<file path="config.mk">
export PLATFORM = sky130hd
export DESIGN_NAME = etm_timer
export DESIGN_NICKNAME = d
export VERILOG_FILES = /design/src/etm_pkg.sv /design/src/etm_timer.sv
export VERILOG_INCLUDE_DIRS = /design/src /design/src/src
export SDC_FILE = /design/constraint.sdc
export NUM_CORES = 1
export LEC_CHECK = 0
export BUFFER_PORTS_ARGS = -buffer_cell sky130_fd_sc_hd__buf_2
export CAP_MARGIN = 10
export CORE_MARGIN = 1.5
export CORE_UTILIZATION = 52
export DETAILED_ROUTE_END_ITERATION = 10
export PLACE_DENSITY = 0.82
export SYNTH_ARGS = -nofsm -noshare
export SYNTH_HDL_FRONTEND = slang
export SYNTH_SLANG_ARGS = --single-unit
</file>
<file path="constraint.sdc">
create_clock -name sys_clk -period 1.9 [get_ports sys_clk]
set_clock_uncertainty 0.15 [all_clocks]
set_input_delay 0.095 -clock sys_clk [delete_from_list [all_inputs] [get_ports sys_clk]]
set_output_delay 0.095 -clock sys_clk [all_outputs]
set_load 0.1 [all_outputs]
</file>
<file path="src/etm_regs.svh">
/*
 * Register offsets, bit positions and reset values of the eight-bit timer
 * channel. Assumes an 8-bit register port addressed by a small word index.
 */
`ifndef ETM_REGS_SVH
`define ETM_REGS_SVH

// ==========================================================
// register indices
`define ETM_ADDR_W 2
`define ETM_OFS_CTRL 2'h0
`define ETM_OFS_CMP 2'h1
`define ETM_OFS_CNT 2'h2
`define ETM_OFS_PORT 2'h3

// ==========================================================
// control register fields
`define ETM_BIT_RUN 7
`define ETM_BIT_MODE 6
`define ETM_BIT_FFSET 3
`define ETM_BIT_FFCLR 2
`define ETM_BIT_INV 1
`define ETM_BIT_OE 0
`define ETM_CTRL_RMASK 8'hC3

// ==========================================================
// port register fields and reset values
`define ETM_BIT_PDIR 1
`define ETM_BIT_PLAT 0
`define ETM_CTRL_RST 8'h00
`define ETM_CMP_RST 8'hFF
`define ETM_PORT_RST 8'h02
`define ETM_CNT_ZERO 8'h00
`define ETM_CNT_ONE 8'h01

`endif

</file>
<file path="src/etm_pkg.sv">
/*
 * Types of the eight-bit timer channel. Assumes etm_regs.svh for numbers.
 */
package etm_pkg;
  typedef enum logic {ETM_MODE_CLEAR, ETM_MODE_PWM} etm_mode_t;
  typedef logic [7:0] etm_byte_t;
endpackage : etm_pkg

</file>
<file path="src/etm_timer.sv">
/*
 * Eight-bit interval/PWM timer channel with mode control and pin mux.
 * Assumes a single-master register port on sys_clk, read data one cycle late.
 */
`timescale 1ns/100ps
`default_nettype none
`include "etm_regs.svh"

module etm_timer
  import etm_pkg::*;
(
  input wire logic sys_clk,
  input wire logic rst_n,
  input wire logic [`ETM_ADDR_W-1:0] reg_addr,
  input wire logic [7:0] reg_wdata,
  input wire logic reg_wr,
  input wire logic reg_rd,
  output logic [7:0] reg_rdata,
  output logic timer_output,
  output logic pin_out,
  output logic pin_oe_n
);

  // ==========================================================
  // reset release
  logic rst_s1_q;
  logic rst_s2_q;
  always_ff @(posedge sys_clk or negedge rst_n) begin
    if (!rst_n) begin
      rst_s1_q <= 1'b0;
      rst_s2_q <= 1'b0;
    end else begin
      rst_s1_q <= 1'b1;
      rst_s2_q <= rst_s1_q;
    end
  end
  wire logic rst_i_n = rst_s2_q;

  // ==========================================================
  // register decode
  function automatic logic hit(input logic [`ETM_ADDR_W-1:0] a,
                               input logic [`ETM_ADDR_W-1:0] ofs);
    hit = (a == ofs);
  endfunction : hit

  wire logic wr_ctrl = reg_wr && hit(reg_addr, `ETM_OFS_CTRL);
  wire logic wr_cmp = reg_wr && hit(reg_addr, `ETM_OFS_CMP);
  wire logic wr_port = reg_wr && hit(reg_addr, `ETM_OFS_PORT);

  logic [7:0] ctrl_q;
  logic [7:0] cmp_q;
  logic [7:0] port_q;
  logic [7:0] cnt_q;
  logic [7:0] cnt_d;
  logic ff_q;
  logic ff_d;
  logic pwm_q;
  logic pwm_d;
  logic [7:0] rdata_q;

  wire logic run = ctrl_q[`ETM_BIT_RUN];
  wire etm_mode_t mode = etm_mode_t'(ctrl_q[`ETM_BIT_MODE]);
  wire logic inv = ctrl_q[`ETM_BIT_INV];
  wire logic oe = ctrl_q[`ETM_BIT_OE];
  wire logic is_pwm = (mode == ETM_MODE_PWM);
  wire logic match = run && (cnt_q == cmp_q);
  wire logic wr_set = wr_ctrl && reg_wdata[`ETM_BIT_FFSET];
  wire logic wr_clr = wr_ctrl && reg_wdata[`ETM_BIT_FFCLR];
  wire logic wr_pwm = reg_wdata[`ETM_BIT_MODE];

  always_ff @(posedge sys_clk or negedge rst_i_n) begin
    if (!rst_i_n) begin
      ctrl_q <= `ETM_CTRL_RST;
      cmp_q <= `ETM_CMP_RST;
      port_q <= `ETM_PORT_RST;
    end else begin
      if (wr_ctrl) ctrl_q <= reg_wdata & `ETM_CTRL_RMASK;
      if (wr_cmp) cmp_q <= reg_wdata;
      if (wr_port) port_q <= reg_wdata;
    end
  end

  // ==========================================================
  // counter
  // run bit clears and starts
  // clear on match or wrap in PWM
  always_comb begin
    cnt_d = cnt_q;
    if (!run) begin
      cnt_d = `ETM_CNT_ZERO;
    end else if (!is_pwm && match) begin
      cnt_d = `ETM_CNT_ZERO;
    end else begin
      cnt_d = cnt_q + `ETM_CNT_ONE;
    end
  end

  // ==========================================================
  // output flip-flop and pwm level
  // preset by a write that does not select PWM, toggle on match outside PWM when inv is set
  always_comb begin
    ff_d = ff_q;
    if (wr_ctrl && !wr_pwm && wr_clr && !wr_set) begin
      ff_d = 1'b0;
    end else if (wr_ctrl && !wr_pwm && wr_set && !wr_clr) begin
      ff_d = 1'b1;
    end else if (!is_pwm && inv && match) begin
      ff_d = ~ff_q;
    end
  end

  // active while count below compare; inactive whenever stopped
  always_comb begin
    pwm_d = pwm_q;
    if (!run) begin
      pwm_d = 1'b0;
    end else if (cnt_q == `ETM_CNT_ZERO) begin
      pwm_d = (cmp_q != `ETM_CNT_ZERO);
    end else if (match) begin
      pwm_d = 1'b0;
    end
  end

  always_ff @(posedge sys_clk or negedge rst_i_n) begin
    if (!rst_i_n) begin
      cnt_q <= `ETM_CNT_ZERO;
      ff_q <= 1'b0;
      pwm_q <= 1'b0;
    end else begin
      cnt_q <= cnt_d;
      ff_q <= ff_d;
      pwm_q <= pwm_d;
    end
  end

  // ==========================================================
  // timer output and pin
  // stopped pwm inactive, level select, bits act directly
  // gated by run so a stop reaches the pin at once, not one edge late
  wire logic pwm_lvl = (run && pwm_q) ^ inv;
  wire logic raw_out = is_pwm ? pwm_lvl : ff_q;
  assign timer_output = oe & raw_out;
  // pin = timer output xor latch, driven when direction is output
  assign pin_out = timer_output ^ port_q[`ETM_BIT_PLAT];
  assign pin_oe_n = port_q[`ETM_BIT_PDIR];

  // ==========================================================
  // read port
  wire logic [7:0] rsel = hit(reg_addr, `ETM_OFS_CTRL) ? ctrl_q :
                          hit(reg_addr, `ETM_OFS_CMP) ? cmp_q :
                          hit(reg_addr, `ETM_OFS_CNT) ? cnt_q : port_q;
  always_ff @(posedge sys_clk or negedge rst_i_n) begin
    if (!rst_i_n) begin
      rdata_q <= `ETM_CNT_ZERO;
    end else begin
      rdata_q <= reg_rd ? rsel : `ETM_CNT_ZERO;
    end
  end
  assign reg_rdata = rdata_q;
endmodule : etm_timer
`default_nettype wire

</file>
# == After elaboration in Yosys (flattened, before gate mapping) ==
# Index checks and enable logic that the tools add are counted.
# op_classes
reduce_logical,23
n_div,0
n_lt_le_gt_ge,0
addsub,1
n_eq_ne,5
bitwise,4
shift,0
n_mux,13
n_mul,0
# ops
cell,n
$mux W8,6
$logic_and A1 B1 Y1,15
$add A8 B1 Y8 const B,1
$eq A8 B8 Y1,1
$logic_not A8 Y1,1
$reduce_bool A8 Y1,1
$mux W1,7
$eq A2 B2 Y1 const B,2
$logic_not A1 Y1,4
$ne A3 B1 Y1 const B,1
$reduce_bool A3 Y1,1
$eq A2 B1 Y1 const B,1
$logic_not A2 Y1,1
$xor A1 B1 Y1,2
$and A1 B1 Y1,1
$not A1 Y1,1
# word_totals
register_bits,40
latchBits,0
memories,0
input_bits,14
ram_bits,0
out_inout_bits,11
romBits,0
elab_cells,55

# == Logic depth before layout (Yosys ltp) ==
# Gate-level depths: netlist of run 1.
# logic_depth
ltp_word,7
depth_mapped,7

# == Worst setup path before layout of run 1 ==
# Ideal clock, no wire load.
# synth_timing
kind,register to output
from,register ctrl_q[7]
to,output pin_out
slack_ns,-1.208
arrival_time_ns,2.863
t_required_ns,1.655
stages_incl_launch_ff,6
path_cell_list,dfrtp_1 > nand2_1 > xor2_1 > nand2_1 > o211a_1 > xor2_1
# synth_via
elab_chain_len,5
# synth_lines
item,line,rtl
start: declaration,etm_timer.sv:50,logic [7:0] ctrl_q;
start signal: assignment,etm_timer.sv:73,ctrl_q <= `ETM_CTRL_RST;
start signal: assignment,etm_timer.sv:77,if (wr_ctrl) ctrl_q <= reg_wdata & `ETM_CTRL_RMASK;
$logic_and A1 B1 Y1,etm_timer.sv:140,wire logic pwm_lvl = (run && pwm_q) ^ inv;
$xor A1 B1 Y1,etm_timer.sv:140,
$mux W1,etm_timer.sv:141,wire logic raw_out = is_pwm ? pwm_lvl : ff_q;
$and A1 B1 Y1,etm_timer.sv:142,assign timer_output = oe & raw_out;
via timer_output,etm_timer.sv:19,"output logic timer_output,"
$xor A1 B1 Y1,etm_timer.sv:144,assign pin_out = timer_output ^ port_q[`ETM_BIT_PLAT];
end: declaration,etm_timer.sv:20,"output logic pin_out,"
# The timed path passes the listed nets, and every way through them passes these cells.

# == Worst setup path in the final report of run 1 ==
# layout_timing
from,register cmp_q[5]
to,register ff_q
# layout_via
elab_chain_len,4
# layout_lines
item,line,rtl
start: declaration,etm_timer.sv:51,logic [7:0] cmp_q;
start signal: assignment,etm_timer.sv:74,cmp_q <= `ETM_CMP_RST;
start signal: assignment,etm_timer.sv:78,if (wr_cmp) cmp_q <= reg_wdata;
$eq A8 B8 Y1,etm_timer.sv:66,wire logic match = run && (cnt_q == cmp_q);
$logic_and A1 B1 Y1,etm_timer.sv:66,
$logic_and A1 B1 Y1,etm_timer.sv:107,end else if (!is_pwm && inv && match) begin
$reduce_bool A3 Y1 (no source line),n/a,
end signal: assignment,etm_timer.sv:127,ff_q <= 1'b0;
end signal: assignment,etm_timer.sv:131,ff_q <= ff_d;
end: declaration,etm_timer.sv:55,logic ff_q;
# Every way passes these cells.
# A chain may end at the register's enable or synchronous reset.

==> run metrics, run 1 <==
Setup WS pre-CTS 0.00938 ns; Post-layout nets 225; share of layout cells above drive strength 1 46.2%; Worst Path Arrival 1.97 ns; Avg Cell Area, Syn 12.8 um2; Post-synth top flop dfrtp_1; Setup crit start cmp_q[5]; Vias 1,469; placed cell area 2230 um2; PD cells 1070 nW/um2; core box area 3440 um2; clock sink count 40; Root Driver clkbuf_8; Area Overhead vs Synth 31.0%; routed wirelength normalized by instance count 18.0 um; Post-DP HPWL 3.05 mm; endpoints failing hold 0; router iterations before antenna repair 4; Leak 1.11 nW; FF-to-FF Start cmp_q[5]; Post-DRT Antenna Nets 0; Max clock buf depth 2; All-Layer GR Usage 23.9%; Num CTS Buffers 5; Final GP Congestion 0.895; MaxCap Viol Count 0; critical path endpoint category flop; clk slew on worst S/H paths 0.08 ns; clk_lat worst skew 0.30 ns; Rows 21; Crit path required time 1.96 ns; Syn Nets 165; worst r2r dst ff_q; routed wire length 4.61 mm; DRT iter0 DRCs 95; Die ar. 4050 um2; R2R cell count 5; Gate Count Post-Synth 149; Netlist Area Pre-Place 1910 um2; largest net degree at the start of global routing 39; failing checks negative setup slack; fillers 234; Seq/Total Area, Yosys 52.9%; vias per cell 5.74; period utilization 100%; H-tree depth 2; Slew Limit Fails 0; RSZ-0062 raised after global routing yes; Antenna diodes 0; Max IR drop VDD 0.000614 V; Buffers on Ports 24; final instance area 2510 um2; CP startpoint kind flop; worst-path fanout max 3; DRC violations left 0; Ys Warns 0; #FFs+latches synth 40; outcome complete, but fails checks; CTS tree done; Worst Setup EP ff_q; die height 63.7 um; antenna violations before repair 0; Reg2Reg Setup Slack -0.008 ns; vias in the first global route 1,427; Max Fclk 524 MHz; Worst-Margin Slew 0.555 ns; final worst slack -0.00796 ns; Die X 63.7 um; EDFF count, synth 0; GRT overflow 0; worst hold path class reg2async; synth unique cells 34; Slew headroom 62.9%; Final setup viols 1; first-pass GRT wire length 7.12 mm; Final min period 1.91 ns; starting density of the core 55.6%; total power 0.00268 W; CP Class reg2reg; fraction of registers with async set/reset 100%; Ports 25
==> stage by stage <==
step	setup TNS (ns)	util (%)	hold slack (ns)	cells
global route	-0.241	72.8	0.177	256
detailed placement	0	64.9	-0.268	230
global placement	0	64.9	-0.272	230
CTS	0	72.2	0.135	254
finish	-0.00796	72.8	0.126	256
floorplan	-0.0174	-	-0.351	149
==> flip-flops by register name, summed over array words and instances, names as in the netlist <==
| name | cells |
|---|---|
| cmp_q | 8 |
| cnt_q | 8 |
| port_q | 8 |
| reg_rdata | 8 |
| ctrl_q | 4 |
| ff_q | 1 |
| pwm_q | 1 |
| rst_i_n | 1 |
| rst_s1_q | 1 |
==> worst min-delay path by stage <==
stage | startpoint | to | slack (ns) | cells after the start
2_1_floorplan | rst_n | rst_i_n | -0.35 | 0
5_1_grt | reg_addr[0] | reg_rdata[2] | 0.18 | 3
6_report | rst_i_n | cnt_q[7] | 0.13 | 1
3_3_place_gp | rst_n | rst_i_n | -0.27 | 1
4_1_cts | reg_addr[0] | reg_rdata[2] | 0.13 | 3
3_5_place_dp | rst_n | rst_i_n | -0.27 | 1
==> power by group <==
group | switching [W] | internal (W)
clock network | 0.000283 | 0.000331
registers | 0.000101 | 0.00101
logic | 0.000566 | 0.000396
==> worst max-delay path: stages (launching register included) <==
cell and delay, ns:
dfstp_2 0.56, xnor2_2 0.10, nand4_1 0.16, or4_4 0.55, a21o_1 0.17, a32oi_1 0.15
==> per-layer routing <==
metal	global-route usage [%]	up-vias	wire [um]
met5	0	-	0
met4	7.88	0	91
met3	5.18	11	289
met2	41.8	73	2360
met1	29.1	739	1860
li1	-	646	-
==> what timing repair did <==
action	in CTS	in global routing
buffers inserted	5	2
pin swaps	4	3
gates resized for setup	1	2
endpoints found under the hold margin	31	0
setup endpoints to repair	1	8
hold buffers	11	0
==> area by class of cell <==
cell class / instances / area, um2 / share of cell area, %
Sequential cell: 40 / 1010 / 40.4
Timing Repair Buffer: 57 / 425 / 17.0
Clock buffer: 8 / 100 / 3.99
Tap cell: 46 / 57.6 / 2.30
Inverter: 3 / 11.3 / 0.449
Multi-Input combinational cell: 102 / 900 / 35.9
==> cells in the final DEF (no fill, tap or decap), drive strengths merged, types with 2 or more instances in the layout <==
cell,netlist,final
buf,4,46
dfrtp,31,31
mux2,24,24
dlygate4sd3,0,11
dfstp,9,9
xnor2,9,9
nor2,8,8
clkbuf,0,8
nor2b,7,7
nand3,7,7
xor2,7,7
mux4,4,4
and2,4,4
a22oi,4,4
nand2,4,4
inv,3,3
nand4,2,2
and3,2,2
nor3b,2,2
nand3b,2,2
nor4,2,2
ha,2,2
==> cell families after synthesis <==
family          synth area share, %
mux                            18.8
simple gates                   12.7
flops                          52.9
fa+ha+maj                      1.31
compound gates                 4.38
xor+xnor                       7.71
buf+inv                        1.96
other cells                   0.196
==> cells in the mapped netlist, drive strengths merged (2+ instances only) <==
| library cell | instances | area, um2 |
|---|---|---|
| dfrtp | 31 | 776 |
| mux2 | 24 | 270 |
| dfstp | 9 | 236 |
| xnor2 | 9 | 86.3 |
| nor2 | 8 | 30.0 |
| nand3 | 7 | 35.0 |
| nor2b | 7 | 43.8 |
| xor2 | 7 | 61.3 |
| a22oi | 4 | 30.0 |
| and2 | 4 | 25.0 |
| buf | 4 | 26.3 |
| mux4 | 4 | 90.1 |
| nand2 | 4 | 15.0 |
| inv | 3 | 11.3 |
| and3 | 2 | 12.5 |
| ha | 2 | 25.0 |
| nand3b | 2 | 15.0 |
| nand4 | 2 | 12.5 |
| nor3b | 2 | 15.0 |
| nor4 | 2 | 12.5 |
No activity file was read; power rests on OpenSTA's default activity.
==> run 2, diff against run 1 <==
--- a/config.mk
+++ b/config.mk
@@ -12,6 +12,7 @@
 export CORE_UTILIZATION = 52
 export DETAILED_ROUTE_END_ITERATION = 10
 export PLACE_DENSITY = 0.82
+export SKIP_LAST_GASP = 1
 export SYNTH_ARGS = -nofsm -noshare
 export SYNTH_HDL_FRONTEND = slang
 export SYNTH_SLANG_ARGS = --single-unit
==> constraint.sdc (replaced) <==
create_clock -name sys_clk -period 2.3 [get_ports sys_clk]
set_clock_uncertainty 0.15 [all_clocks]
set_input_delay 0.115 -clock sys_clk [delete_from_list [all_inputs] [get_ports sys_clk]]
set_output_delay 0.115 -clock sys_clk [all_outputs]
set_load 0.1 [all_outputs]
==> run metrics, run 2 (same netlist as run 1, synthesis figures left out) <==
PD cells 914 nW/um2 (-15%); Worst path most repeated cell nand2_1; RSZ-0062 raised after global routing no; Die ar. 4050 um2 (unchanged); clk slew on worst S/H paths 0.08 ns (about the same); total power 0.00212 W (-21%); setup total negative slack 0 ns (+0.00796 ns); starting density of the core 55.6% (unchanged); Max clock buf depth 2 (unchanged); All-Layer GR Usage 22.0% (-1.9 points); Highest Signal Layer met4; antenna violations before repair 0 (unchanged); most frequent cells in the layout 31 x dfrtp_1, 24 x mux2_2, 24 x buf_2; Final setup viols 0 (-1); routed wire length 3.79 mm (-18%); CTS tree done; commonest non-fill, non-tap cell in the layout dfrtp_1; worst hold path class reg2async; Area Overhead vs Synth 21.4%; Sw Ratio 34.8% (-0.59 points); Antenna diodes 0 (unchanged); worst-path fanout max 6 (+3); Max IR drop VDD 0.000636 V (+3.5%); router iterations before antenna repair 4 (unchanged); Worst-Margin Slew 0.503 ns (-0.0525 ns); Rows 21 (unchanged); Worst Path Arrival 1.89 ns (-0.08 ns); MaxCap Viol Count 0 (unchanged); Slew Limit Fails 0 (unchanged); die height 63.7 um (unchanged); Post-DRT Antenna Nets 0 (unchanged); clk_lat worst skew 0.30 ns (about the same); Root Driver clkbuf_8; logic gate share of total power 29.5% (-6.3 points); Placed Cells 218 (-5.2%); CP Class reg2out; Bufs and invs on worst path 1 (+1); CP peak stage delay 0.47 ns (-0.09 ns); period utilization 93.5%; Ports 25 (unchanged); endpoints failing hold 0 (unchanged); outcome finished, final reports clean; Post-DP HPWL 2.66 mm (-13%); GRT overflow 0 (unchanged); power share of the clock group 26.2% (+3.3 points); first-pass GRT wire length 6.62 mm (-7.1%); Final min period 2.15 ns; Slew headroom 66.4% (+3.5 points); clock sink count 40 (unchanged); Num CTS Buffers 5 (unchanged); post_cts resized 0 (-1); Top delay family on crit path flip-flops; Buffers on Ports 24 (unchanged); non-filler cells in the finished layout 237 (-7.4%); critical path cell sequence nand2_1, xor2_1, nand2_1, o211a_2, xor2_4, buf_2; Psw 0.000740 W (-22%); vias per cell 5.58 (-2.8%); Die X 63.7 um (unchanged); Vias 1,322 (-10%); Post-layout nets 206 (-8.4%); Max Fclk 465 MHz; CP startpoint kind flop; Reg power frac 44.3% (+3.0 points); share of layout cells above drive strength 1 39.3% (-6.9 points); Leak 1.01 nW (-9.2%); core box area 3440 um2 (unchanged); H-tree depth 2 (unchanged); Final GP Congestion 0.973 (+8.8%); critical path endpoint category output port; slowest cell on the critical path dfrtp_1; met3 WL 314 um (+8.7%); routed wirelength normalized by instance count 16.0 um (-11%); M1 wire length 1.62 mm (-13%); DRT iter0 DRCs 84 (-12%); vias in the first global route 1,330 (-6.8%); Int Pwr 0.00138 W (-20%); DRC violations left 0 (unchanged); largest net degree at the start of global routing 39 (unchanged); routed wl met2 1.77 mm (-25%); Crit path required time 2.04 ns (+0.08 ns)
==> run 2: changes by cell type in the layout (fill, tap and decap cells not counted), sizes merged <==
| cell | previous run | this run |
|---|---|---|
| buf | 46 | 27 |
| bufinv | 0 | 1 |
| clkinv | 0 | 1 |
| clkbuf | 8 | 6 |
==> run 2: repair_timing <==
action                                 4_1_cts  5_1_grt
endpoints found under the hold margin       31        0
setup buffers                                0        0
hold buffers                                11        0
==> run 2: final timing paths <==
check	from	end	slack, ns	cells after the start
max in group asynchronous	rst_n	rst_s1_q	1.36	3
setup reg to reg	cmp_q[4]	ff_q	0.29	5
hold / removal	rst_i_n	cnt_q[7]	0.13	1
min in group sys_clk	reg_addr[0]	reg_rdata[4]	0.15	3
setup / recovery	ctrl_q[7]	pin_out	0.15	6
hold reg to reg	rst_i_n	cnt_q[7]	0.13	1
==> run 2: routing by layer <==
layer	up-vias	global-route usage (%)
li1	609	-
met1	641	29.9
met2	63	32.9
met3	9	6.61
met4	0	9.24
met5	-	0
==> run 2: per-stage QoR <==
step / util (%) / setup WS [ns] / hold slack, ns / area, um2
global route: 67.5 / 0.0391 / 0.189 / 2320
finish: 67.5 / 0.149 / 0.126 / 2320
floorplan: - / 0.173 / -0.331 / 1930
CTS: 67.5 / 0.149 / 0.142 / 2320
global placement: 61.2 / 0.402 / -0.250 / 2110
detailed placement: 61.2 / 0.348 / -0.248 / 2110
==> run 2: layout make-up <==
cell class | count | area [um2]
multi-input cells | 102 | 883
inverters | 3 | 11.3
well taps | 46 | 57.6
clock buffers | 6 | 72.6
repair buffers | 38 | 253
flip-flops and latches | 40 | 1010
clock inverters | 2 | 35.0
fillers | 249 | 1120
==> run 2: power by group through the flow <==
stage          sequential (W)  combinational [W]  clock (W)
2_1_floorplan         0.00106           0.000358          0
3_3_place_gp         0.000945           0.000600          0
3_5_place_dp         0.000951           0.000610          0
4_1_cts              0.000939           0.000627   0.000567
5_1_grt              0.000954           0.000666   0.000612
6_report             0.000941           0.000627   0.000557
==> run 3, diff against run 2 <==
--- a/config.mk
+++ b/config.mk
@@ -8,7 +8,6 @@
 export LEC_CHECK = 0
 export BUFFER_PORTS_ARGS = -buffer_cell sky130_fd_sc_hd__buf_2
 export CAP_MARGIN = 10
-export CORE_MARGIN = 1.5
 export CORE_UTILIZATION = 52
 export DETAILED_ROUTE_END_ITERATION = 10
 export PLACE_DENSITY = 0.82
==> run metrics, run 3 (same netlist as run 1, synthesis figures left out) <==
DRC violations left 0 (unchanged); vias in the first global route 1,431 (+7.6%); Reg2Reg Setup Slack 0.35 ns (+0.06 ns); All-Layer GR Usage 23.3% (+1.3 points); commonest non-fill, non-tap cell in the layout dfrtp_1; Top delay family on crit path flip-flops; outcome finished, final reports clean; Vias 1,332 (+0.76%); Setup WS pre-CTS 0.361 ns (+0.0132 ns); Buffers on Ports 24 (unchanged); Post-DRT Antenna Nets 0 (unchanged); FF-to-FF Start cmp_q[5]; Die X 62.7 um (-1.6%); Crit path required time 2.04 ns (about the same); Antenna diodes 0 (unchanged); Rows 21 (unchanged); slowest cell on the critical path dfrtp_1; Slew Limit Fails 0 (unchanged); endpoints failing hold 0 (unchanged); critical path endpoint category output port; Final min period 2.17 ns (+0.0221 ns); Post-layout nets 207 (+0.49%); area of the multi-input gates 883 um2 (unchanged); H-tree depth 2 (unchanged); worst hold path class reg2async; CP startpoint kind flop; first-pass GRT wire length 6.92 mm (+4.6%); CTS tree done; PD cells 875 nW/um2 (-4.3%); Max IR drop VDD 0.000510 V (-20%); Ports 25 (unchanged); setup total negative slack 0 ns (unchanged); Die ar. 3930 um2 (-3.1%); die height 62.7 um (-1.6%); Worst Path Arrival 1.91 ns (+0.02 ns); Bufs and invs on worst path 1 (unchanged); clk slew on worst S/H paths 0.08 ns (about the same); Min Hold Slack 0.128 ns (+0.00220 ns); core box area 3440 um2 (unchanged); Max Fclk 460 MHz (-1.0%); share of layout cells above drive strength 1 39.1% (-0.20 points); DRT iter0 DRCs 52 (-38%); Final GP Congestion 0.932 (-4.2%); largest net degree at the start of global routing 39 (unchanged); post_cts resized 0 (unchanged); Num CTS Buffers 5 (unchanged); Final setup viols 0 (unchanged); routed wirelength normalized by instance count 16.4 um (+2.7%); GRT overflow 0 (unchanged); CP Class reg2out; cts hold-fix bufs 11 (unchanged); most frequent cells in the layout 31 x dfrtp_1, 24 x mux2_2, 24 x buf_2; Area Overhead vs Synth 20.5%; Post-DP HPWL 2.85 mm (+6.9%); utilization after layout 67.0% (-0.55 points); worst-path fanout max 6 (unchanged); final worst slack 0.127 ns (-0.0221 ns); MaxCap Viol Count 0 (unchanged); critical path cell sequence nand2_1, xor2_1, nand2_1, o211a_2, xor2_4, buf_2; clock sink count 40 (unchanged); antenna violations before repair 0 (unchanged); Worst path most repeated cell nand2_1; vias per cell 5.60 (+0.33%); Leak 1.00 nW (-0.75%); Post-CTS Setup Bufs 0 (unchanged); Root Driver clkbuf_8; period utilization 94.5% (+0.96 points); Max clock buf depth 2 (unchanged); FF+latch area 1010 um2 (unchanged); Setup crit start ctrl_q[7]; RSZ-0062 raised after global routing no; clk_lat worst skew 0.30 ns (about the same); fillers 270 (+8.4%); router iterations before antenna repair 4 (unchanged); starting density of the core 55.6% (unchanged); routed wire length 3.91 mm (+3.1%); CP peak stage delay 0.47 ns (about the same)
## run 3: cell types whose count changed in the layout (fill, tap and decap cells not counted), sizes merged
cell    delta
bufinv     -1
buf        +1
clkbuf     +1
## run 3: path summary, 6_finish.rpt
check | end | cells after the start
max reg2reg | ff_q | 5
min | reg_rdata[2] | 1
max in group asynchronous | rst_s1_q | 3
max | pin_out | 6
min reg2reg | reg_rdata[2] | 1
min in group sys_clk | reg_rdata[2] | 3
## run 3: cell type report
type                       count  share of cell area (%)
sequential                    40                    43.9
multi-input combinational    102                    38.3
timing repair buffer          39                    11.3
clock buffer                   7                    3.31
tap                           46                    2.50
inverter                       3                   0.488
clock inverter                 1                   0.217
## run 3: routing by layer
metal	vias to the layer above	part of all wire [%]	global-route usage [%]	wire, um
met4	0	1.2	8.43	46
met1	662	43	30.8	1680
met3	6	5.4	6.02	212
li1	609	-	-	-
met2	55	50	37.0	1970
met5	-	0	0	0
## run 3: power by group
| part | switching [W] | internal (W) | leakage, nW |
|---|---|---|---|
| Clock | 0.000227 | 0.000213 | 0.0422 |
| Combinational | 0.000402 | 0.000236 | 0.471 |
| Sequential | 0.000108 | 0.000831 | 0.491 |
| Total | 0.000737 | 0.00128 | 1.00 |
## run 3: worst reg2reg max path: stages, from the launching register on
cell and delay [ns]:
dfstp_2 0.59, xnor2_2 0.12, nand4_1 0.15, or4_1 0.53
a21o_1 0.20, a32oi_1 0.13
## run 3: through the flow
stage,total power (W),std cells,instance area (um2)
after floorplan,0.00142,149,1930
after global placement,0.00155,219,2110
after detailed placement,0.00157,219,2110
after CTS,0.00203,238,2310
after global routing,0.00212,238,2310
final,0.00202,238,2310
